<file path="config.mk">
export PLATFORM = sky130hd
export DESIGN_NAME = avs_audio_video_ctrl
export DESIGN_NICKNAME = d
export VERILOG_FILES = /design/src/design/avs_pkg.sv /design/src/design/avs_audio_video_ctrl.sv
export SDC_FILE = /design/constraint.sdc
export NUM_CORES = 1
export LEC_CHECK = 0
export BUFFER_PORTS_ARGS = -buffer_cell sky130_fd_sc_hd__buf_4
export CAP_MARGIN = 20
export CORE_AREA = 2 2 121 76
export CTS_CLUSTER_DIAMETER = 40
export DETAILED_ROUTE_END_ITERATION = 10
export DIE_AREA = 0 0 123 78
export GPL_TIMING_DRIVEN = 0
export PLACE_DENSITY = 0.89
export SYNTH_ARGS = -nofsm -noshare
export SYNTH_HDL_FRONTEND = slang
export SYNTH_SLANG_ARGS = --single-unit
</file>
<file path="constraint.sdc">
create_clock -name pclk -period 2.05 [get_ports pclk]
set_input_delay 0.3075 -clock pclk [delete_from_list [all_inputs] [get_ports pclk]]
set_output_delay 0.3075 -clock pclk [all_outputs]
set_load 0.005 [all_outputs]
</file>
<file path="src/design/avs_pkg.sv">
// Constants and types shared by the audio/video control register block.
//
// Summary of operation
// - Auxiliary SVHS offers four encoder formats with fixed chroma/luma pin pairs.
// - Auxiliary SVHS formats 1-3 take DAC audio; format 4 takes TV SCART audio.
// - Auxiliary source field bits 3-5 resets 111: video 0 V, DAC audio.
// - Video control bits 2-3 set function pin directions; 11 is pass-through.
// - Pass-through forwards the level sensed on one function pin to the other.
// - An input function pin's sensed level sets read register bits 1-0.
// - Output function pin level: 00 is 0 V, 01 is 6 V, 1x is 11 V.
// - Two output function pins always carry the same level code.
// - Function output is disabled on short to ground or to a voltage source.
// - TV audio source follows the three low bits of the A/V control register.
// - Audio gain bits 4-5 pick TV stereo, sum, left-only or right-only.
// - Audio routing bit 2 sets volume amplifier gain 0 dB or 6 dB.
// - Audio volume bits 5-0 give 0 to -63 dB attenuation in 1 dB steps.
// - Audio gain bits 2-3 set DAC input gain 0, 6, 9 or 11.6 dB.
// - Audio routing bit 0 bypasses volume control on the TV SCART outputs.
// - Audio routing bit 1 bypasses volume control on the line outputs.
// - Audio routing bit 3 switches line outputs to the TV SCART inputs.
// - RF mono output sums TV SCART outputs after their volume bypass choice.
// - Audio volume bit 6 mutes all TV audio outputs; it resets high.
// - Auxiliary audio picks DAC or TV SCART inputs with the auxiliary video source.
// - Audio gain bits 6-7 pick auxiliary stereo, sum, left-only or right-only.
// - Audio volume bit 7 mutes all three auxiliary audio outputs; resets high.
// - Read register upper four bits hold a fixed device identification code.
// - In pass-through mode the sensed level bits of the read register are meaningless.

package avs_pkg;

	// Register indices; the byte address is four times the index.
	localparam logic [2:0] AVS_IDX_VOLUME  = 3'h0;
	localparam logic [2:0] AVS_IDX_AV_CTRL = 3'h1;
	localparam logic [2:0] AVS_IDX_VIDEO   = 3'h2;
	localparam logic [2:0] AVS_IDX_GAIN    = 3'h3;
	localparam logic [2:0] AVS_IDX_ROUTING = 3'h4;
	localparam logic [2:0] AVS_IDX_STATUS  = 3'h5;

	// Reset values.
	localparam logic [7:0] AVS_RST_VOLUME  = 8'hC0;
	localparam logic [7:0] AVS_RST_AV_CTRL = 8'h3F;
	localparam logic [7:0] AVS_RST_VIDEO   = 8'h00;
	localparam logic [7:0] AVS_RST_GAIN    = 8'h00;
	localparam logic [7:0] AVS_RST_ROUTING = 8'h00;

	// Field positions.
	localparam int AVS_TV_SRC_LSB   = 0;
	localparam int AVS_AUX_SRC_LSB  = 3;
	localparam int AVS_FN_LEVEL_LSB = 0;
	localparam int AVS_FN_DIR_LSB   = 2;
	localparam int AVS_DAC_GAIN_LSB = 2;
	localparam int AVS_TV_MODE_LSB  = 4;
	localparam int AVS_AUX_MODE_LSB = 6;
	localparam int AVS_TV_MUTE_BIT  = 6;
	localparam int AVS_AUX_MUTE_BIT = 7;
	localparam int AVS_SCART_BYP    = 0;
	localparam int AVS_LINE_BYP     = 1;
	localparam int AVS_VOL_GAIN_BIT = 2;
	localparam int AVS_LINE_TV_BIT  = 3;

	// Auxiliary source codes.
	localparam logic [2:0] AVS_AUX_COMP_TV = 3'h2;
	localparam logic [2:0] AVS_AUX_SVHS1   = 3'h3;
	localparam logic [2:0] AVS_AUX_SVHS2   = 3'h4;
	localparam logic [2:0] AVS_AUX_SVHS3   = 3'h5;
	localparam logic [2:0] AVS_AUX_SVHS4   = 3'h6;
	localparam logic [2:0] AVS_AUX_MUTE    = 3'h7;

	// Function pin levels: 00 is 0 V or normal, 01 is 6 V, 10 is 11 V.
	localparam logic [1:0] AVS_LVL_NORMAL = 2'h0;
	localparam logic [1:0] AVS_LVL_WIDE   = 2'h1;
	localparam logic [1:0] AVS_LVL_PERI   = 2'h2;

	// Function pin direction codes.
	typedef enum logic [1:0] {
		AVS_DIR_BOTH_OUT = 2'b00,
		AVS_DIR_TV_IN    = 2'b01,
		AVS_DIR_AUX_IN   = 2'b10,
		AVS_DIR_PASS     = 2'b11
	} avs_dir_type;

	// Pass-through flow states.
	typedef enum logic [1:0] {
		AVS_PASS_IDLE   = 2'b00,
		AVS_PASS_TO_TV  = 2'b01,
		AVS_PASS_TO_AUX = 2'b10
	} avs_pass_type;

endpackage : avs_pkg

</file>
<file path="src/design/avs_audio_video_ctrl.sv">
// APB register bank and select decoding for the audio/video switch.
//
// The register offsets and the APB slave port were chosen for this implementation.
`timescale 1ns/10ps
`default_nettype none

module avs_audio_video_ctrl
	import avs_pkg::*;
#(
	parameter logic [3:0] DEVICE_ID = 4'h5 // Arbitrary identification value.
) (
	// Clock and reset.
	input  wire logic       pclk,
	input  wire logic       presetn,
	// APB slave.
	input  wire logic       psel,
	input  wire logic       penable,
	input  wire logic       pwrite,
	input  wire logic [7:0] paddr,
	input  wire logic [31:0] pwdata,
	output logic [31:0]     prdata,
	output logic            pready,
	output logic            pslverr,
	// Function pin comparators and fault sensors.
	input  wire logic [1:0] aux_function_sense,
	input  wire logic [1:0] tv_function_sense,
	input  wire logic       aux_function_gnd_short,
	input  wire logic       aux_function_ext_volt,
	input  wire logic       tv_function_gnd_short,
	input  wire logic       tv_function_ext_volt,
	// Function pin drivers.
	output logic            aux_function_drive_en,
	output logic [1:0]      aux_function_level,
	output logic            tv_function_drive_en,
	output logic [1:0]      tv_function_level,
	// Auxiliary video and audio selects.
	output logic [2:0]      aux_source_sel,
	output logic [2:0]      aux_svhs_format,
	output logic            aux_video_mute,
	output logic            aux_audio_from_tv,
	output logic [1:0]      aux_stereo_mode,
	output logic            aux_audio_mute,
	// TV audio selects.
	output logic [2:0]      tv_source_sel,
	output logic            tv_audio_from_aux,
	output logic [1:0]      tv_stereo_mode,
	output logic            vol_gain_6db,
	output logic [5:0]      vol_atten,
	output logic [1:0]      dac_gain,
	output logic            tv_scart_vol_bypass,
	output logic            line_vol_bypass,
	output logic            line_from_tv_input,
	output logic            mod_mono_vol_bypass,
	output logic            tv_audio_mute
);

	////////////////////////////////////////////////////////////////////////
	// Helpers.

	// Level codes 10 and 11 both drive the 11 V level.
	function automatic logic [1:0] drive_level(input logic [1:0] code);
		drive_level = code[1] ? AVS_LVL_PERI : code;
	endfunction

	// A driven pin is released when its wire is forced against the drive.
	function automatic logic pin_fault(input logic [1:0] lvl,
			input logic gnd, input logic ext);
		pin_fault = (lvl != AVS_LVL_NORMAL) ? gnd : ext;
	endfunction

	////////////////////////////////////////////////////////////////////////
	// Registers and bus access.

	logic [7:0]   reg_volume;
	logic [7:0]   reg_av_ctrl;
	logic [7:0]   reg_video;
	logic [7:0]   reg_gain;
	logic [7:0]   reg_routing;
	logic [1:0]   status_level;
	logic         access_done;
	logic         addr_ok;
	logic [2:0]   reg_idx;

	assign reg_idx     = paddr[4:2];
	assign addr_ok     = (paddr[7:5] == 3'h0) && (paddr[1:0] == 2'h0)
		&& (reg_idx <= AVS_IDX_STATUS);
	assign access_done = psel && penable && pready;

	// One wait-free access: ready rises in the access phase only.
	always_ff @(posedge pclk or negedge presetn) begin
		if (!presetn) begin
			pready  <= 1'b0;
			pslverr <= 1'b0;
		end else begin
			pready  <= psel && !penable && !pready;
			pslverr <= psel && !penable && !pready && !addr_ok;
		end
	end

	// Read data is captured in the setup cycle so it stands from a flop.
	always_ff @(posedge pclk or negedge presetn) begin
		if (!presetn) begin
			prdata <= 32'h0000_0000;
		end else if (psel && !penable && !pwrite && addr_ok) begin
			unique case (reg_idx)
				AVS_IDX_VOLUME:  prdata <= {24'h00_0000, reg_volume};
				AVS_IDX_AV_CTRL: prdata <= {24'h00_0000, reg_av_ctrl};
				AVS_IDX_VIDEO:   prdata <= {24'h00_0000, reg_video};
				AVS_IDX_GAIN:    prdata <= {24'h00_0000, reg_gain};
				AVS_IDX_ROUTING: prdata <= {24'h00_0000, reg_routing};
				AVS_IDX_STATUS:  prdata <= {24'h00_0000, DEVICE_ID,
					2'h0, status_level};
				default:         prdata <= 32'h0000_0000;
			endcase
		end else if (psel && !penable) begin
			prdata <= 32'h0000_0000;
		end
	end

	// Writes land on the completing edge; the status word is read only.
	always_ff @(posedge pclk or negedge presetn) begin
		if (!presetn) begin
			reg_volume  <= AVS_RST_VOLUME;
			reg_av_ctrl <= AVS_RST_AV_CTRL;
			reg_video   <= AVS_RST_VIDEO;
			reg_gain    <= AVS_RST_GAIN;
			reg_routing <= AVS_RST_ROUTING;
		end else if (access_done && pwrite && !pslverr) begin
			unique case (reg_idx)
				AVS_IDX_VOLUME:  reg_volume  <= pwdata[7:0];
				AVS_IDX_AV_CTRL: reg_av_ctrl <= pwdata[7:0];
				AVS_IDX_VIDEO:   reg_video   <= pwdata[7:0];
				AVS_IDX_GAIN:    reg_gain    <= pwdata[7:0];
				AVS_IDX_ROUTING: reg_routing <= pwdata[7:0];
				default:         reg_volume  <= reg_volume;
			endcase
		end
	end

	////////////////////////////////////////////////////////////////////////
	// Pin synchronisers.

	logic [7:0]   sense_meta;
	logic [7:0]   sense_sync;
	logic [1:0]   aux_sense;
	logic [1:0]   tv_sense;

	// Comparator and fault levels are asynchronous to the bus clock.
	always_ff @(posedge pclk or negedge presetn) begin
		if (!presetn) begin
			sense_meta <= 8'h00;
			sense_sync <= 8'h00;
		end else begin
			sense_meta <= {aux_function_sense, tv_function_sense,
				aux_function_gnd_short, aux_function_ext_volt,
				tv_function_gnd_short, tv_function_ext_volt};
			sense_sync <= sense_meta;
		end
	end

	assign aux_sense = sense_sync[7:6];
	assign tv_sense  = sense_sync[5:4];

	////////////////////////////////////////////////////////////////////////
	// Function pin direction, level and pass-through.

	avs_dir_type  dir;
	avs_pass_type pass_state;
	avs_pass_type next_pass_state;
	logic [1:0]   own_level;
	logic         next_aux_en;
	logic         next_tv_en;
	logic [1:0]   next_aux_lvl;
	logic [1:0]   next_tv_lvl;

	assign dir       = avs_dir_type'(reg_video[AVS_FN_DIR_LSB +: 2]);
	assign own_level = drive_level(reg_video[AVS_FN_LEVEL_LSB +: 2]);

	// The driven side follows whichever pin first shows a non-normal level.
	always_comb begin
		next_pass_state = pass_state;
		unique case (pass_state)
			AVS_PASS_IDLE: begin
				if (aux_sense != AVS_LVL_NORMAL) begin
					next_pass_state = AVS_PASS_TO_TV;
				end else if (tv_sense != AVS_LVL_NORMAL) begin
					next_pass_state = AVS_PASS_TO_AUX;
				end
			end
			AVS_PASS_TO_TV: begin
				if (aux_sense == AVS_LVL_NORMAL) begin
					next_pass_state = AVS_PASS_IDLE;
				end
			end
			AVS_PASS_TO_AUX: begin
				if (tv_sense == AVS_LVL_NORMAL) begin
					next_pass_state = AVS_PASS_IDLE;
				end
			end
			default: next_pass_state = AVS_PASS_IDLE;
		endcase
		if (dir != AVS_DIR_PASS) begin
			next_pass_state = AVS_PASS_IDLE;
		end
	end

	always_ff @(posedge pclk or negedge presetn) begin
		if (!presetn) begin
			pass_state <= AVS_PASS_IDLE;
		end else begin
			pass_state <= next_pass_state;
		end
	end

	// Drive plan per direction before fault release.
	always_comb begin
		next_aux_lvl = own_level;
		next_tv_lvl  = own_level;
		next_aux_en  = 1'b0;
		next_tv_en   = 1'b0;
		unique case (dir)
			AVS_DIR_BOTH_OUT: begin
				next_aux_en = 1'b1;
				next_tv_en  = 1'b1;
			end
			AVS_DIR_TV_IN:  next_aux_en = 1'b1;
			AVS_DIR_AUX_IN: next_tv_en  = 1'b1;
			AVS_DIR_PASS: begin
				next_tv_lvl  = aux_sense;
				next_aux_lvl = tv_sense;
				next_tv_en   = (pass_state == AVS_PASS_TO_TV);
				next_aux_en  = (pass_state == AVS_PASS_TO_AUX);
			end
		endcase
		if (pin_fault(next_aux_lvl, sense_sync[3], sense_sync[2])) begin
			next_aux_en = 1'b0;
		end
		if (pin_fault(next_tv_lvl, sense_sync[1], sense_sync[0])) begin
			next_tv_en = 1'b0;
		end
	end

	always_ff @(posedge pclk or negedge presetn) begin
		if (!presetn) begin
			aux_function_drive_en <= 1'b0;
			tv_function_drive_en  <= 1'b0;
			aux_function_level    <= AVS_LVL_NORMAL;
			tv_function_level     <= AVS_LVL_NORMAL;
		end else begin
			aux_function_drive_en <= next_aux_en;
			tv_function_drive_en  <= next_tv_en;
			aux_function_level    <= next_aux_lvl;
			tv_function_level     <= next_tv_lvl;
		end
	end

	// Sensed level of whichever pin is an input; zero in pass-through.
	always_ff @(posedge pclk or negedge presetn) begin
		if (!presetn) begin
			status_level <= AVS_LVL_NORMAL;
		end else begin
			unique case (dir)
				AVS_DIR_TV_IN:  status_level <= tv_sense;
				AVS_DIR_AUX_IN: status_level <= aux_sense;
				default:        status_level <= AVS_LVL_NORMAL;
			endcase
		end
	end

	////////////////////////////////////////////////////////////////////////
	// Audio and video select decoding.

	logic [2:0]   aux_code;
	logic [2:0]   tv_code;

	assign aux_code = reg_av_ctrl[AVS_AUX_SRC_LSB +: 3];
	assign tv_code  = reg_av_ctrl[AVS_TV_SRC_LSB +: 3];

	// Selects follow the stored fields one edge after the write lands.
	always_ff @(posedge pclk or negedge presetn) begin
		if (!presetn) begin
			aux_source_sel    <= AVS_AUX_MUTE;
			aux_svhs_format   <= 3'h0;
			aux_video_mute    <= 1'b1;
			aux_audio_from_tv <= 1'b0;
			tv_source_sel     <= 3'h7;
			tv_audio_from_aux <= 1'b1;
		end else begin
			aux_source_sel    <= aux_code;
			aux_video_mute    <= (aux_code == AVS_AUX_MUTE);
			aux_audio_from_tv <= (aux_code == AVS_AUX_COMP_TV)
				|| (aux_code == AVS_AUX_SVHS4);
			unique case (aux_code)
				AVS_AUX_SVHS1: aux_svhs_format <= 3'h1;
				AVS_AUX_SVHS2: aux_svhs_format <= 3'h2;
				AVS_AUX_SVHS3: aux_svhs_format <= 3'h3;
				AVS_AUX_SVHS4: aux_svhs_format <= 3'h4;
				default:       aux_svhs_format <= 3'h0;
			endcase
			tv_source_sel     <= tv_code;
			tv_audio_from_aux <= tv_code[0];
		end
	end

	// Gain, volume, routing and mute fields pass straight to the drivers.
	always_ff @(posedge pclk or negedge presetn) begin
		if (!presetn) begin
			aux_stereo_mode     <= 2'h0;
			tv_stereo_mode      <= 2'h0;
			dac_gain            <= 2'h0;
			vol_gain_6db        <= 1'b0;
			vol_atten           <= 6'h00;
			tv_scart_vol_bypass <= 1'b0;
			line_vol_bypass     <= 1'b0;
			line_from_tv_input  <= 1'b0;
			mod_mono_vol_bypass <= 1'b0;
			tv_audio_mute       <= 1'b1;
			aux_audio_mute      <= 1'b1;
		end else begin
			aux_stereo_mode     <= reg_gain[AVS_AUX_MODE_LSB +: 2];
			tv_stereo_mode      <= reg_gain[AVS_TV_MODE_LSB +: 2];
			dac_gain            <= reg_gain[AVS_DAC_GAIN_LSB +: 2];
			vol_gain_6db        <= reg_routing[AVS_VOL_GAIN_BIT];
			vol_atten           <= reg_volume[5:0];
			tv_scart_vol_bypass <= reg_routing[AVS_SCART_BYP];
			line_vol_bypass     <= reg_routing[AVS_LINE_BYP];
			line_from_tv_input  <= reg_routing[AVS_LINE_TV_BIT];
			mod_mono_vol_bypass <= reg_routing[AVS_SCART_BYP];
			tv_audio_mute       <= reg_volume[AVS_TV_MUTE_BIT];
			aux_audio_mute      <= reg_volume[AVS_AUX_MUTE_BIT];
		end
	end
endmodule : avs_audio_video_ctrl

`default_nettype wire

</file>
==> results of run 1 <==
sequential cells by signal (all words and copies together) (netlist names), 2 cells and up:
register	count
tv_function_level	2
reg_video	8
tv_source_sel	3
pass_state	2
reg_routing	8
tv_stereo_mode	2
sense_sync	8
status_level	2
reg_volume	8
dac_gain	2
vol_atten	6
reg_av_ctrl	8
sense_meta	8
aux_function_level	2
reg_gain	8
aux_svhs_format	3
aux_stereo_mode	2
prdata	8
aux_source_sel	3
cell usage in the layout, fill, tap and decap left out, drive strengths merged, types with 2 or more instances in the layout:
| cell type | count |
|---|---|
| a211oi | 3 |
| a21oi | 6 |
| a22oi | 2 |
| and2 | 2 |
| buf | 109 |
| bufinv | 2 |
| clkbuf | 14 |
| conb | 24 |
| dfrtp | 88 |
| dfstp | 17 |
| ha | 4 |
| inv | 7 |
| mux2 | 45 |
| mux2i | 9 |
| mux4 | 3 |
| nand2 | 17 |
| nand2b | 3 |
| nand3 | 2 |
| nor2 | 9 |
| nor2b | 10 |
| nor3 | 5 |
| nor3b | 3 |
| o21ai | 8 |
| o22ai | 2 |
| o32a | 2 |
| or4 | 3 |
how the worst max path moves through the flow:
stage	to	slack (ns)	depth (start not counted)
2_1_floorplan	aux_function_drive_en	0.19	6
3_3_place_gp	tv_function_drive_en	0.02	6
3_5_place_dp	aux_function_drive_en	-0.04	6
4_1_cts	aux_function_drive_en	0.03	5
5_1_grt	aux_function_drive_en	0.02	5
6_report	aux_function_drive_en	0.13	5
metrics by stage:
stage               std cells  setup TNS (ns)  util, %
global route              521               0     64.0
detailed placement        505         -0.0668     60.1
global placement          504               0     59.8
finish                    521               0     64.0
floorplan                 319               0        -
CTS                       521               0     63.9
worst max-delay path: cells and delay by family, from the launching register on:
kind	cells	cell delay (ns)
AND/OR/NAND/NOR	3	0.77
multiplexers	1	0.34
flip-flops	1	0.45
adder cells (fa/ha/maj)	1	0.28
power groups by stage:
stage | clock network (mW) | logic [mW] | registers (mW)
detailed placement | 0 | 0.415 | 2.30
finish | 1.81 | 0.420 | 2.27
floorplan | 0 | 0.206 | 2.29
CTS | 1.83 | 0.420 | 2.27
global route | 1.91 | 0.461 | 2.28
global placement | 0 | 0.393 | 2.30
kinds of logic (layout without fill, tap and decap cells):
logic type      Yosys count  in the layout  synth area share, %
flops                   105            105                 62.4
simple gates             60             60                 8.08
mux                      57             57                 17.4
buf+inv                  44            134                 7.16
compound gates           25             25                 3.68
fa+ha+maj                 4              4                 1.18
other cells               1             24               0.0883
per-layer routing:
layer	up-vias	global-route usage (%)	part of all wire, %
li1	1185	-	-
met1	1312	26.3	43
met2	106	31.0	47
met3	15	7.87	7.9
met4	0	5.11	1.7
met5	-	0	0
synth_stat cells, types with 3 or more instances:
cell      instances
ha_1              4
mux2_4           18
a21oi_1           6
buf_6             4
nor2b_1          10
nor3_1            4
nand2_1          17
dfrtp_1          88
buf_2             3
nor3b_1           3
a211oi_1          3
inv_1             6
buf_4            28
mux2i_1           9
nor2_1            9
mux2_2           27
dfstp_2          17
clkbuf_1          3
o21ai_0           8
area by class of cell:
| class | instances | area, µm² |
|---|---|---|
| buffer | 37 | 278 |
| clock buffer | 12 | 236 |
| clock inverter | 4 | 76.3 |
| fill | 636 | 3020 |
| inverter | 6 | 22.5 |
| multi-input combinational | 170 | 1380 |
| sequential | 105 | 2650 |
| tap | 112 | 140 |
| timing repair buffer | 75 | 586 |
repair_timing:
action	CTS	global route
resized for setup	0	1
hold buffers	1	0
endpoints found under the setup margin	2	2
buffers inserted	0	0
hold endpoints to repair	36	0
==> reports/summary.md, run 1 <==
The via count of the first global-routing pass is 2700, and the minimum clock period after layout is 1.92 ns. The tools report the total power as 4.50 mW. After synthesis the netlist holds a flip-flop and latch count of 105.

In the routed layout, each cell is associated on average with a via count of 5.02. The clock latency reported for the late side of the worst-skew pair is 0.35 ns, and the number of antenna violations at the first check in global routing is 0. In this run the power density over the cells is 837 mW/mm². The average cell area after synthesis came out at 14.3 µm². The die is 78 µm tall. The tools report the start point of the critical path as reg_video[3].

The analysis attributes to net switching a power of 0.985 mW. Measured in cells, the most critical reg-to-reg path has a length of 5. In this run the worst hold path is classified as in2reg. For the Yosys warning count, the log shows 0. The overall die width was 123 µm; the global-route total usage across every layer was 19.9%. The number of antenna diodes in the final layout is 0. For this run, the post-layout net count is 461.

Summing every instance area after synthesis gives 0.00425 mm². For the number of hold-slack violations in the final timing report, the log shows 0. The share of synthesized area in the top cell type comes to 51.9%.

STA classifies the critical path startpoint as a flop. The final number of max-transition violations was 0; the ratio of cells with drive above 1 in the final layout was 46.7%. Max-cap violations in this run came to 0. In this run switching power makes up 21.9% of total power. Registers are responsible for 50.5% of the overall power. Synthesis produced a netlist whose cell count is 296. Of the total power, the clock network draws 40.2%.

By startpoint and endpoint, the worst setup path is classified as reg2reg. Worst hold margin: 0.0578 ns. Walking the worst path, the cells encountered are ha_2, or3b_2, nand3_1, mux2_2, nor3_1. The logs give 0 for the total DRC errors in the routed layout and 105 for the total clock sinks.

The finished cells cover 0.00537 mm². The run gives 610 µV as the worst ir drop on vdd. Dividing the detail-routed wire length by the instance count gives 17.1 µm. The run finished with clean final reports. Combinational group share of total power: 9.3%.

In this run the critical register-to-register path is launched from reg_video[3]. Number of input and output port buffers inserted: 73. Of the available clock period, the critical path in the final layout requires 93.5%. Summing the sequential cell areas from Yosys gives 62.4% of the chip area. After floorplanning, the core was sized to cover 0.00839 mm². Clock tree synthesis inserted a total of 9 buffers. On the final layout, the worst clock skew is 0.0102 ns. The slowest stage of the critical path is the or3b_2 cell. Along the worst path, the maximum fanout reaches 9. The count of nets left with antenna violations after detail routing was 0.

Setup repair after global routing left no endpoint under its margin. After clock tree synthesis, the clock-pin slew on the worst setup and hold paths is 0.07 ns. For this block, the routed nets add up to 8910 µm of wire. The run gives 40 as the distinct cell type count after synthesis. Prior to clock tree synthesis, the placed netlist has a worst setup slack of -0.0440 ns. The worst hold path begins at aux_function_ext_volt.

The peak per-stage delay on the critical path is 0.51 ns. TritonCTS built the clock tree. The tools report the capturing element type of the critical path as a flop.

The layout overhead on the synthesized area works out to 26.5%. The tools report the via total after detailed routing as 2618. Cell internal power was estimated by the tool at 3.51 mW.

The worst hold path terminates at sense_meta[2]. Transition at the pin with the smallest max-transition slack: 0.814 ns. For the required time reported for the critical path endpoint, the log shows 2.32 ns. Register-to-register setup slack: 0.13 ns. The synthesized design contains 0 enable-type register cells. The tools report the clock root buffer as clkbuf_16.

The worst register-to-register path ends at aux_function_drive_en. For this run, asynchronously set or reset flops after synthesis account for 100%. The fmax was 522 MHz; the critical path data arrival time was 2.18 ns. The tools report the number of H-tree levels as 3. The relative slew slack is 45.4%.

The worst path meets setup with 0.134 ns of slack. The final setup violation count is 0. For the detailed-placement wirelength estimate, the log shows 6310 µm. The most used flip-flop cell after synthesis is dfrtp_1. In this run the core area contains 26 standard-cell rows. The run gives 0.00505 mm² as the instance area at placement.

The analysis attributes to cell leakage a power of 2.76 nW. The number of optimization iterations in the first detailed-route pass is 4. The first global-routing pass estimated 14200 µm of wire.

The tools report the I/O pin count as 124. The longest clock path from root to sink contains 2 buffers. The final weighted congestion in routability-driven placement was 0.865; the hold path depth was 1. The initial utilization of the core area, before any placement, comes to 50.6%. Ranked by total cell area, the synthesized netlist is headed by dfrtp_1, dfstp_2, mux2_2. The die covers 0.00959 mm². The post-synthesis cell type with the largest combined area is dfrtp_1.

The total overflow left after global routing is 0. Entering global routing, the biggest net connects 60 pins. In this run, the number of DRC markers left after iteration 0 of detailed routing was 185.
No activity file was read; power rests on OpenSTA's default activity.
==> inputs of run 2 (changes only) <==
- ABC_AREA: default -> 1
- BUFFER_PORTS_ARGS: -buffer_cell sky130_fd_sc_hd__buf_4 -> -buffer_cell sky130_fd_sc_hd__buf_2
- PLACE_DENSITY: 0.89 -> 0.9
==> run 2 against run 1 <==
  * Clock-buffer cell count is the same
  * Critical path depth grew 1
  * Sequential power is essentially flat
  * Combinational power shrank 8.1%
  * First-iteration DRC count grew 77%
  * Area after synthesis grew 1.5%
  * Worst setup slack gained 0.31 ns
  * Fmax grew 20%
  * Routed wire length grew 11%
  * Critical endpoint is now reg_video[5]
==> reports/summary.md, run 2 <==
The distinct cell type count after synthesis is 29 (was 40), and the average cell area after synthesis is 10.4 µm² (was 14.3 µm²). For the leakage power summed over all cells, the log shows 2.81 nW (was 2.76 nW). For the via count of the first global-routing pass, the log shows 3171 (was 2700). The number of gates resized after cts is 0 (unchanged), and the transition at the pin with the smallest max-transition slack is 0.616 ns (was 0.814 ns). Number of nets in the layout: 581 (was 461). The layout overhead on the synthesized area was 21.8% (was 26.5%); the row count was 26 (unchanged).

The fraction of registers with async set/reset was 100% (unchanged). The final number of max-transition violations was 0 (unchanged). The overall die width was 123 µm (unchanged); the detailed-placement wirelength estimate was 7100 µm (was 6310 µm). The clock root buffer was clkbuf_16 (unchanged). The run gives 415 (was 296) as the synthesized netlist cell count.

The logs give 0 (unchanged) for the total DRC errors in the routed layout and 0 (unchanged) for the post-CTS setup repair buffer count. The post-synthesis instance area was 0.00431 mm² (was 0.00425 mm²); the final weighted congestion in routability-driven placement was 0.856 (was 0.865). The number of synthesized flops with an enable pin came out at 0 (unchanged). The ratio of routed vias to standard cells was 5.06 (was 5.02).

For the total of hold buffers inserted after clock tree synthesis, the log shows 1 (unchanged). The most numerous cell in the Yosys netlist was dfrtp_1 (unchanged). The run gives 2.29 ns (was 2.32 ns) as the required time reported for the critical path endpoint. For the setup skew after layout, the log shows 0.00463 ns (was 0.0102 ns). The run gives 0 (unchanged) as the number of hold-slack violations in the final timing report.

The global-route total usage across every layer was 22.6% (was 19.9%). The tools report the first-pass GRT wire length as 16000 µm (was 14200 µm). The pin count of the biggest net entering global routing was 59 (was 60). Number of max-cap violations: 0 (unchanged). The clock transition time at the flip-flop clock pins of the worst setup and hold paths is 0.07 ns (about the same). The number of H-tree levels was 3 (unchanged). The final setup violation count was 0 (unchanged).

For the core box area, the log shows 0.00839 mm² (unchanged). The power density over the cells is 839 mW/mm² (was 837 mW/mm²). The clock latency reported for the late side of the worst-skew pair was 0.35 ns (about the same). For the fmax, the log shows 624 MHz (was 522 MHz). The run gives 0 (unchanged) as the number of antenna violations at the first check in global routing.

The final standard cell count with taps included and fillers excluded is 641 (was 521), and the total net switching power is 1.04 mW (was 0.985 mW). The total power is 4.40 mW (was 4.50 mW), and the ratio of final minimum period to clock period is 78.2% (was 93.5%). The post-synthesis cell type with the largest combined area is dfrtp_1 (unchanged). The combinational group share of total power was 8.8% (was 9.3%); the switching fraction of total power was 23.6% (was 21.9%).

The total negative slack for setup checks came out at 0 ns (unchanged). The launching element type of the critical path is a flop (unchanged). Global-route congestion overflow total: 0 (unchanged). The starting density of the core was 51.3% (was 50.6%).

Post-synth top cells: dfrtp_1, nand2_1, inv_1 (was dfrtp_1, buf_4, mux2_2). The count of nets left with antenna violations after detail routing is 0 (unchanged), and the number of input and output port buffers inserted is 73 (unchanged). The flow ran to the end, and the final reports show no timing, DRC or antenna violations.

For the critical path data arrival time, the log shows 1.84 ns (was 2.18 ns). Leading cell type in the layout, fill and taps excluded: dfrtp_1 (was buf_4). The biggest fanout along the worst timing path came out at 10 (was 9). The internal cell power came out at 3.37 mW (was 3.51 mW). The tools report the clock network power share as 39.8% (was 40.2%). The logs give 58.9% (was 45.4%) for the relative slew slack and 327 (was 185) for the iteration-0 DRC count of the detailed router. The run gives 62.5% (was 64.0%) as the final core area utilization. The filler cell count in the final layout was 692 (was 636).

The tools report the TritonCTS buffer count as 9 (unchanged). The detailed-route wire length is 9870 µm (was 8910 µm). The I/O pin count came out at 124 (unchanged).

The tools report the total clock sinks as 105 (unchanged). Cell types with the largest area share after synthesis: dfrtp_1, dfstp_2, nand2_1 (was dfrtp_1, dfstp_2, mux2_2). The number of optimization iterations in the first detailed-route pass was 5 (was 4); the chip height was 78 µm (unchanged).

The minimum clock period after layout was 1.60 ns (was 1.92 ns). The dominant synthesized flop cell was dfrtp_1 (unchanged). Area share of the largest cell type after synthesis: 51.1% (was 51.9%). The capturing element type of the critical path is a flop (unchanged). Placed cell count: 624 (was 505). Kind of critical path: reg2reg (unchanged). The logs give 429 µV (was 610 µV) for the worst ir drop on vdd and 0 (unchanged) for the Yosys warning count. The worst min-delay path class is in2reg (unchanged).

The maximum buffer depth of the clock tree is 2 (unchanged), and the ratio of cells with drive above 1 in the final layout is 32.3% (was 46.7%). Setup repair after global routing left no endpoint under its margin. Total die area: 0.00959 mm² (unchanged).

Most frequent cells in the layout: dfrtp_1, nand2_1, buf_2 (was buf_4, dfrtp_1, mux2_2). The share of synthesized area occupied by flip-flops and latches came out at 61.5% (was 62.4%). TritonCTS built the clock tree.

The detail-routed net length per standard cell is 15.4 µm (was 17.1 µm). The power share of the sequential group is 51.4% (was 50.5%). The run gives 0 (unchanged) as the number of inserted diodes. The count of state elements after synthesis came out at 105 (unchanged). The via total after detailed routing was 3241 (was 2618).
[run 2: cell types whose count changed in the layout (fill, tap and decap cells not counted), sizes merged, moves of 9 or more]
| cell | change |
|---|---|
| o21ai | +44 |
| mux2 | -45 |
| nor2b | -10 |
| nor2 | +15 |
| nand3 | +26 |
| mux2i | -9 |
| nand4 | +18 |
| nand2 | +73 |
| inv | +30 |
[run 2: path summary, 6_finish.rpt]
kind	start	endpoint	slack, ns	depth (start not counted)
max	pready	reg_video[5]	0.45	6
min	tv_function_sense[1]	sense_meta[5]	0.06	1
max reg2reg	pready	reg_video[5]	0.45	6
min reg2reg	sense_meta[1]	sense_sync[1]	0.35	0
max in group asynchronous	presetn	tv_source_sel[1]	0.80	3
min in group asynchronous	presetn	reg_gain[3]	0.51	2
[run 2: power groups by stage]
| stage | sequential [mW] | clock, mW | combinational (mW) |
|---|---|---|---|
| 2_1_floorplan | 2.29 | 0 | 0.205 |
| 3_3_place_gp | 2.29 | 0 | 0.361 |
| 3_5_place_dp | 2.30 | 0 | 0.382 |
| 4_1_cts | 2.26 | 1.78 | 0.385 |
| 5_1_grt | 2.27 | 1.88 | 0.438 |
| 6_report | 2.26 | 1.75 | 0.386 |
[run 2: critical path, cell delays in order, from the launching register on]
cell     delay (ns)
dfrtp_1        0.38
nand3_2        0.10
nor3_4         0.40
nand2_2        0.25
buf_6          0.23
nand2_1        0.08
o21ai_2        0.05
[run 2: per-layer routing]
layer  GRT usage, %  vias up  routed length (µm)
met5              0        -                   0
met4           4.89        0                  86
met3           7.13       17                 878
met2           34.4      146                4470
met1           32.1     1557                4430
li1               -     1521                   -
[run 2: per-stage QoR]
stage               worst slack [ns]  instance area, µm²  hold WS, ns
detailed placement             0.410                4930        0.337
global placement              -0.333                4900        0.332
floorplan                      0.654                4390       0.0119
global route                   0.335                5250       0.0483
finish                         0.446                5250       0.0591
CTS                            0.442                5250       0.0508
[run 2: final cells by class]
class	count	area, µm²	area share [%]
sequential	105	2650	50.5
multi-input combinational	257	1310	25.0
timing repair buffer	75	405	7.73
buffer	39	297	5.65
clock buffer	12	256	4.89
tap	112	140	2.67
inverter	37	139	2.65
clock inverter	4	51.3	0.978
[run 2: kinds of logic after synthesis]
family	synth area share [%]
buffers and inverters	10.1
DFF	61.5
other	0.0870
AOI/OAI and AO/OA	8.34
and+or+nand+nor	18.8
adders and majority gates	1.16
==> inputs of run 3 (changes only) <==
- clock period: 2.05 -> 1.5 ns (I/O delays scaled with it)
==> run 3 against run 2 <==
  * Sequential power grew 37%
  * Register-to-register slack lost 0.34 ns
  * Die area stayed put
  * Clock-buffer cell count is the same
==> reports/summary.md, run 3 (synthesized netlist as in run 2, its figures left out) <==
The run finished with clean final reports. The total die area was 0.00959 mm² (unchanged); the filler cell count in the final layout was 669 (was 692). The final core area utilization was 64.6% (was 62.5%).

The final weighted congestion in routability-driven placement was 0.856 (unchanged). The final setup violation count was 0 (unchanged); the pin count of the biggest net entering global routing was 59 (unchanged). The run gives 0.00839 mm² (unchanged) as the core box area. The clock root buffer is clkbuf_16 (unchanged).

The via total after detailed routing was 3291 (was 3241). The detail-routed net length per standard cell came out at 15.5 µm (was 15.4 µm). The logs give 32.3% (was 32.1%) for the met1 usage in global routing and 0 (unchanged) for the number of inserted diodes. The number of hold-slack violations in the final timing report was 0 (unchanged); the total net switching power was 1.43 mW (was 1.04 mW).

The ratio of routed vias to standard cells works out to 5.03 (was 5.06). The logs give 1.63 ns (was 1.84 ns) for the critical path data arrival time and 610 µV (was 429 µV) for the worst ir drop on vdd. The tools report the TritonCTS buffer count as 9 (unchanged).

TritonCTS built the clock tree. The number of antenna violations at the first check in global routing came out at 0 (unchanged). Setup repair after global routing left no endpoint under its margin.

The logs give 26 (unchanged) for the row count and 0.00416 ns (was 0.00463 ns) for the setup skew after layout. The detailed-route wire length was 10200 µm (was 9870 µm); the biggest fanout along the worst timing path was 10 (unchanged). The instance area at placement is 0.00493 mm² (unchanged). The switching fraction of total power is 23.7% (was 23.6%). For the via count of the first global-routing pass, the log shows 3212 (was 3171).

The worst hold margin was 0.215 ns (was 0.0591 ns). The ratio of cells with drive above 1 in the final layout was 32.8% (was 32.3%); the required time reported for the critical path endpoint was 1.74 ns (was 2.29 ns). The number of optimization iterations in the first detailed-route pass was 5 (unchanged). The count of nets left with antenna violations after detail routing is 0 (unchanged).

The relative slew slack is 58.9% (about the same). The worst min-delay path class was in2reg (unchanged). The layout overhead on the synthesized area is 25.8% (was 21.8%), and the internal cell power is 4.62 mW (was 3.37 mW). The first-pass GRT wire length was 16200 µm (was 16000 µm); the number of buffers and inverters on the critical path was 2 (was 1).

The register-to-register setup slack is 0.11 ns (was 0.45 ns). The chip height was 78 µm (unchanged); the combinational group share of total power was 9.1% (was 8.8%). The global-route total usage across every layer came out at 22.9% (was 22.6%). The launching element type of the critical path was a flop (unchanged). The final number of max-transition violations was 0 (unchanged); the clock latency reported for the late side of the worst-skew pair was 0.35 ns (about the same).

The kind of critical path is reg2reg (unchanged). The number of input and output port buffers inserted is 73 (unchanged). For the met2 capacity usage during global routing, the log shows 35.0% (was 34.4%).

The global-route congestion overflow total is 0 (unchanged), and the clock transition time at the flip-flop clock pins of the worst setup and hold paths is 0.07 ns (about the same). Starting density of the core: 51.3% (unchanged). Fmax: 718 MHz (was 624 MHz).

The overall die width was 123 µm (unchanged); the peak per-stage delay on the critical path was 0.37 ns (was 0.40 ns). The run gives 7100 µm (unchanged) as the detailed-placement wirelength estimate. The worst-path cell with the longest stage delay was dfrtp_1 (was nor3_4). The total clock sinks came out at 105 (unchanged). The tools report the leakage power summed over all cells as 2.89 nW (was 2.81 nW). The number of max-cap violations is 0 (unchanged). The run gives 0.00542 mm² (was 0.00525 mm²) as the summed area of non-filler cells in the final layout. The run gives 51.1% (was 51.4%) as the power share of the sequential group.

The transition at the pin with the smallest max-transition slack works out to 0.617 ns (was 0.616 ns). Most frequent cells in the layout: dfrtp_1, nand2_1, buf_2 (unchanged). The iteration-0 DRC count of the detailed router is 341 (was 327).

The number of H-tree levels is 3 (unchanged), and the clock network power share is 39.8% (about the same). The ratio of final minimum period to clock period works out to 92.8% (was 78.2%). The total power is 6.05 mW (was 4.40 mW).

Capturing element type of the critical path: a flop (unchanged). The most used routing layer in global routing was met2 (unchanged). The run gives 0 (unchanged) as the total DRC errors in the routed layout.

Cells traversed along the worst timing path: nand3_2, nor3_4, buf_12, nand3_4, buf_6, nand2_1, o21ai_1 (was nand3_2, nor3_4, nand2_2, buf_6, nand2_1, o21ai_2). The maximum buffer depth of the clock tree is 2 (unchanged), and the number of nets in the layout is 594 (was 581). Minimum clock period after layout: 1.39 ns (was 1.60 ns).

The kind of cell adding the most delay to the critical path was simple AND/OR/NAND/NOR gates (unchanged). The power density over the cells came out at 1120 mW/mm² (was 839 mW/mm²). The leading cell type in the layout, fill and taps excluded is dfrtp_1 (unchanged). The I/O pin count is 124 (unchanged), and the global-route track usage on met3 is 7.13% (unchanged).
run 3: final timing paths:
check / from / to / cells past startpoint
max in group asynchronous: presetn / tv_source_sel[1] / 3
hold / removal: pwdata[7] / reg_video[7] / 3
setup reg to reg: pready / reg_volume[5] / 7
setup / recovery: pready / reg_volume[5] / 7
hold reg to reg: sense_meta[1] / sense_sync[1] / 0
min in group asynchronous: presetn / reg_gain[3] / 2
run 3: per-stage QoR:
stage,setup TNS (ns),cells,setup slack [ns]
5_1_grt,0,654,0.00427
3_5_place_dp,-0.702,624,-0.0992
2_1_floorplan,0,438,0.104
3_3_place_gp,-75.03,623,-0.800
4_1_cts,0,650,0.0524
6_report,0,654,0.108
run 3: worst register-to-register path, stage by stage (launching register included):
cell     delay [ns]
dfrtp_1        0.37
nand3_2        0.10
nor3_4         0.22
buf_12         0.16
nand3_4        0.12
buf_6          0.19
nand2_1        0.06
o21ai_1        0.05
run 3: layout make-up:
class                   instances  area, µm²  share of cell area [%]
clock buffers                  12        256                    4.73
plain buffers                  39        304                    5.61
inverters                      37        139                    2.56
clock inverters                 4       51.3                   0.946
flip-flops and latches        105       2650                    48.9
repair buffers                 88        553                    10.2
well taps                     112        140                    2.58
multi-input cells             257       1330                    24.5
run 3: what timing repair did:
action	in CTS	in global routing
hold buffers	9	0
gates cloned	0	1
endpoints found under the hold margin	42	0
gates resized for setup	1	7
endpoints found under the setup margin	30	4
buffers inserted	1	3
pin swaps	1	0
run 3: per-layer routing:
layer	vias to the layer above	wire length (µm)
met5	-	0
met4	0	105
met3	15	729
met2	121	4640
met1	1608	4690
li1	1547	-
run 3: power by group through the flow:
stage | registers [mW] | logic (mW) | clock network [mW]
after global placement | 3.14 | 0.494 | 0
after floorplan | 3.13 | 0.280 | 0
final | 3.10 | 0.551 | 2.41
after CTS | 3.09 | 0.544 | 2.43
after global routing | 3.11 | 0.623 | 2.58
after detailed placement | 3.14 | 0.521 | 0
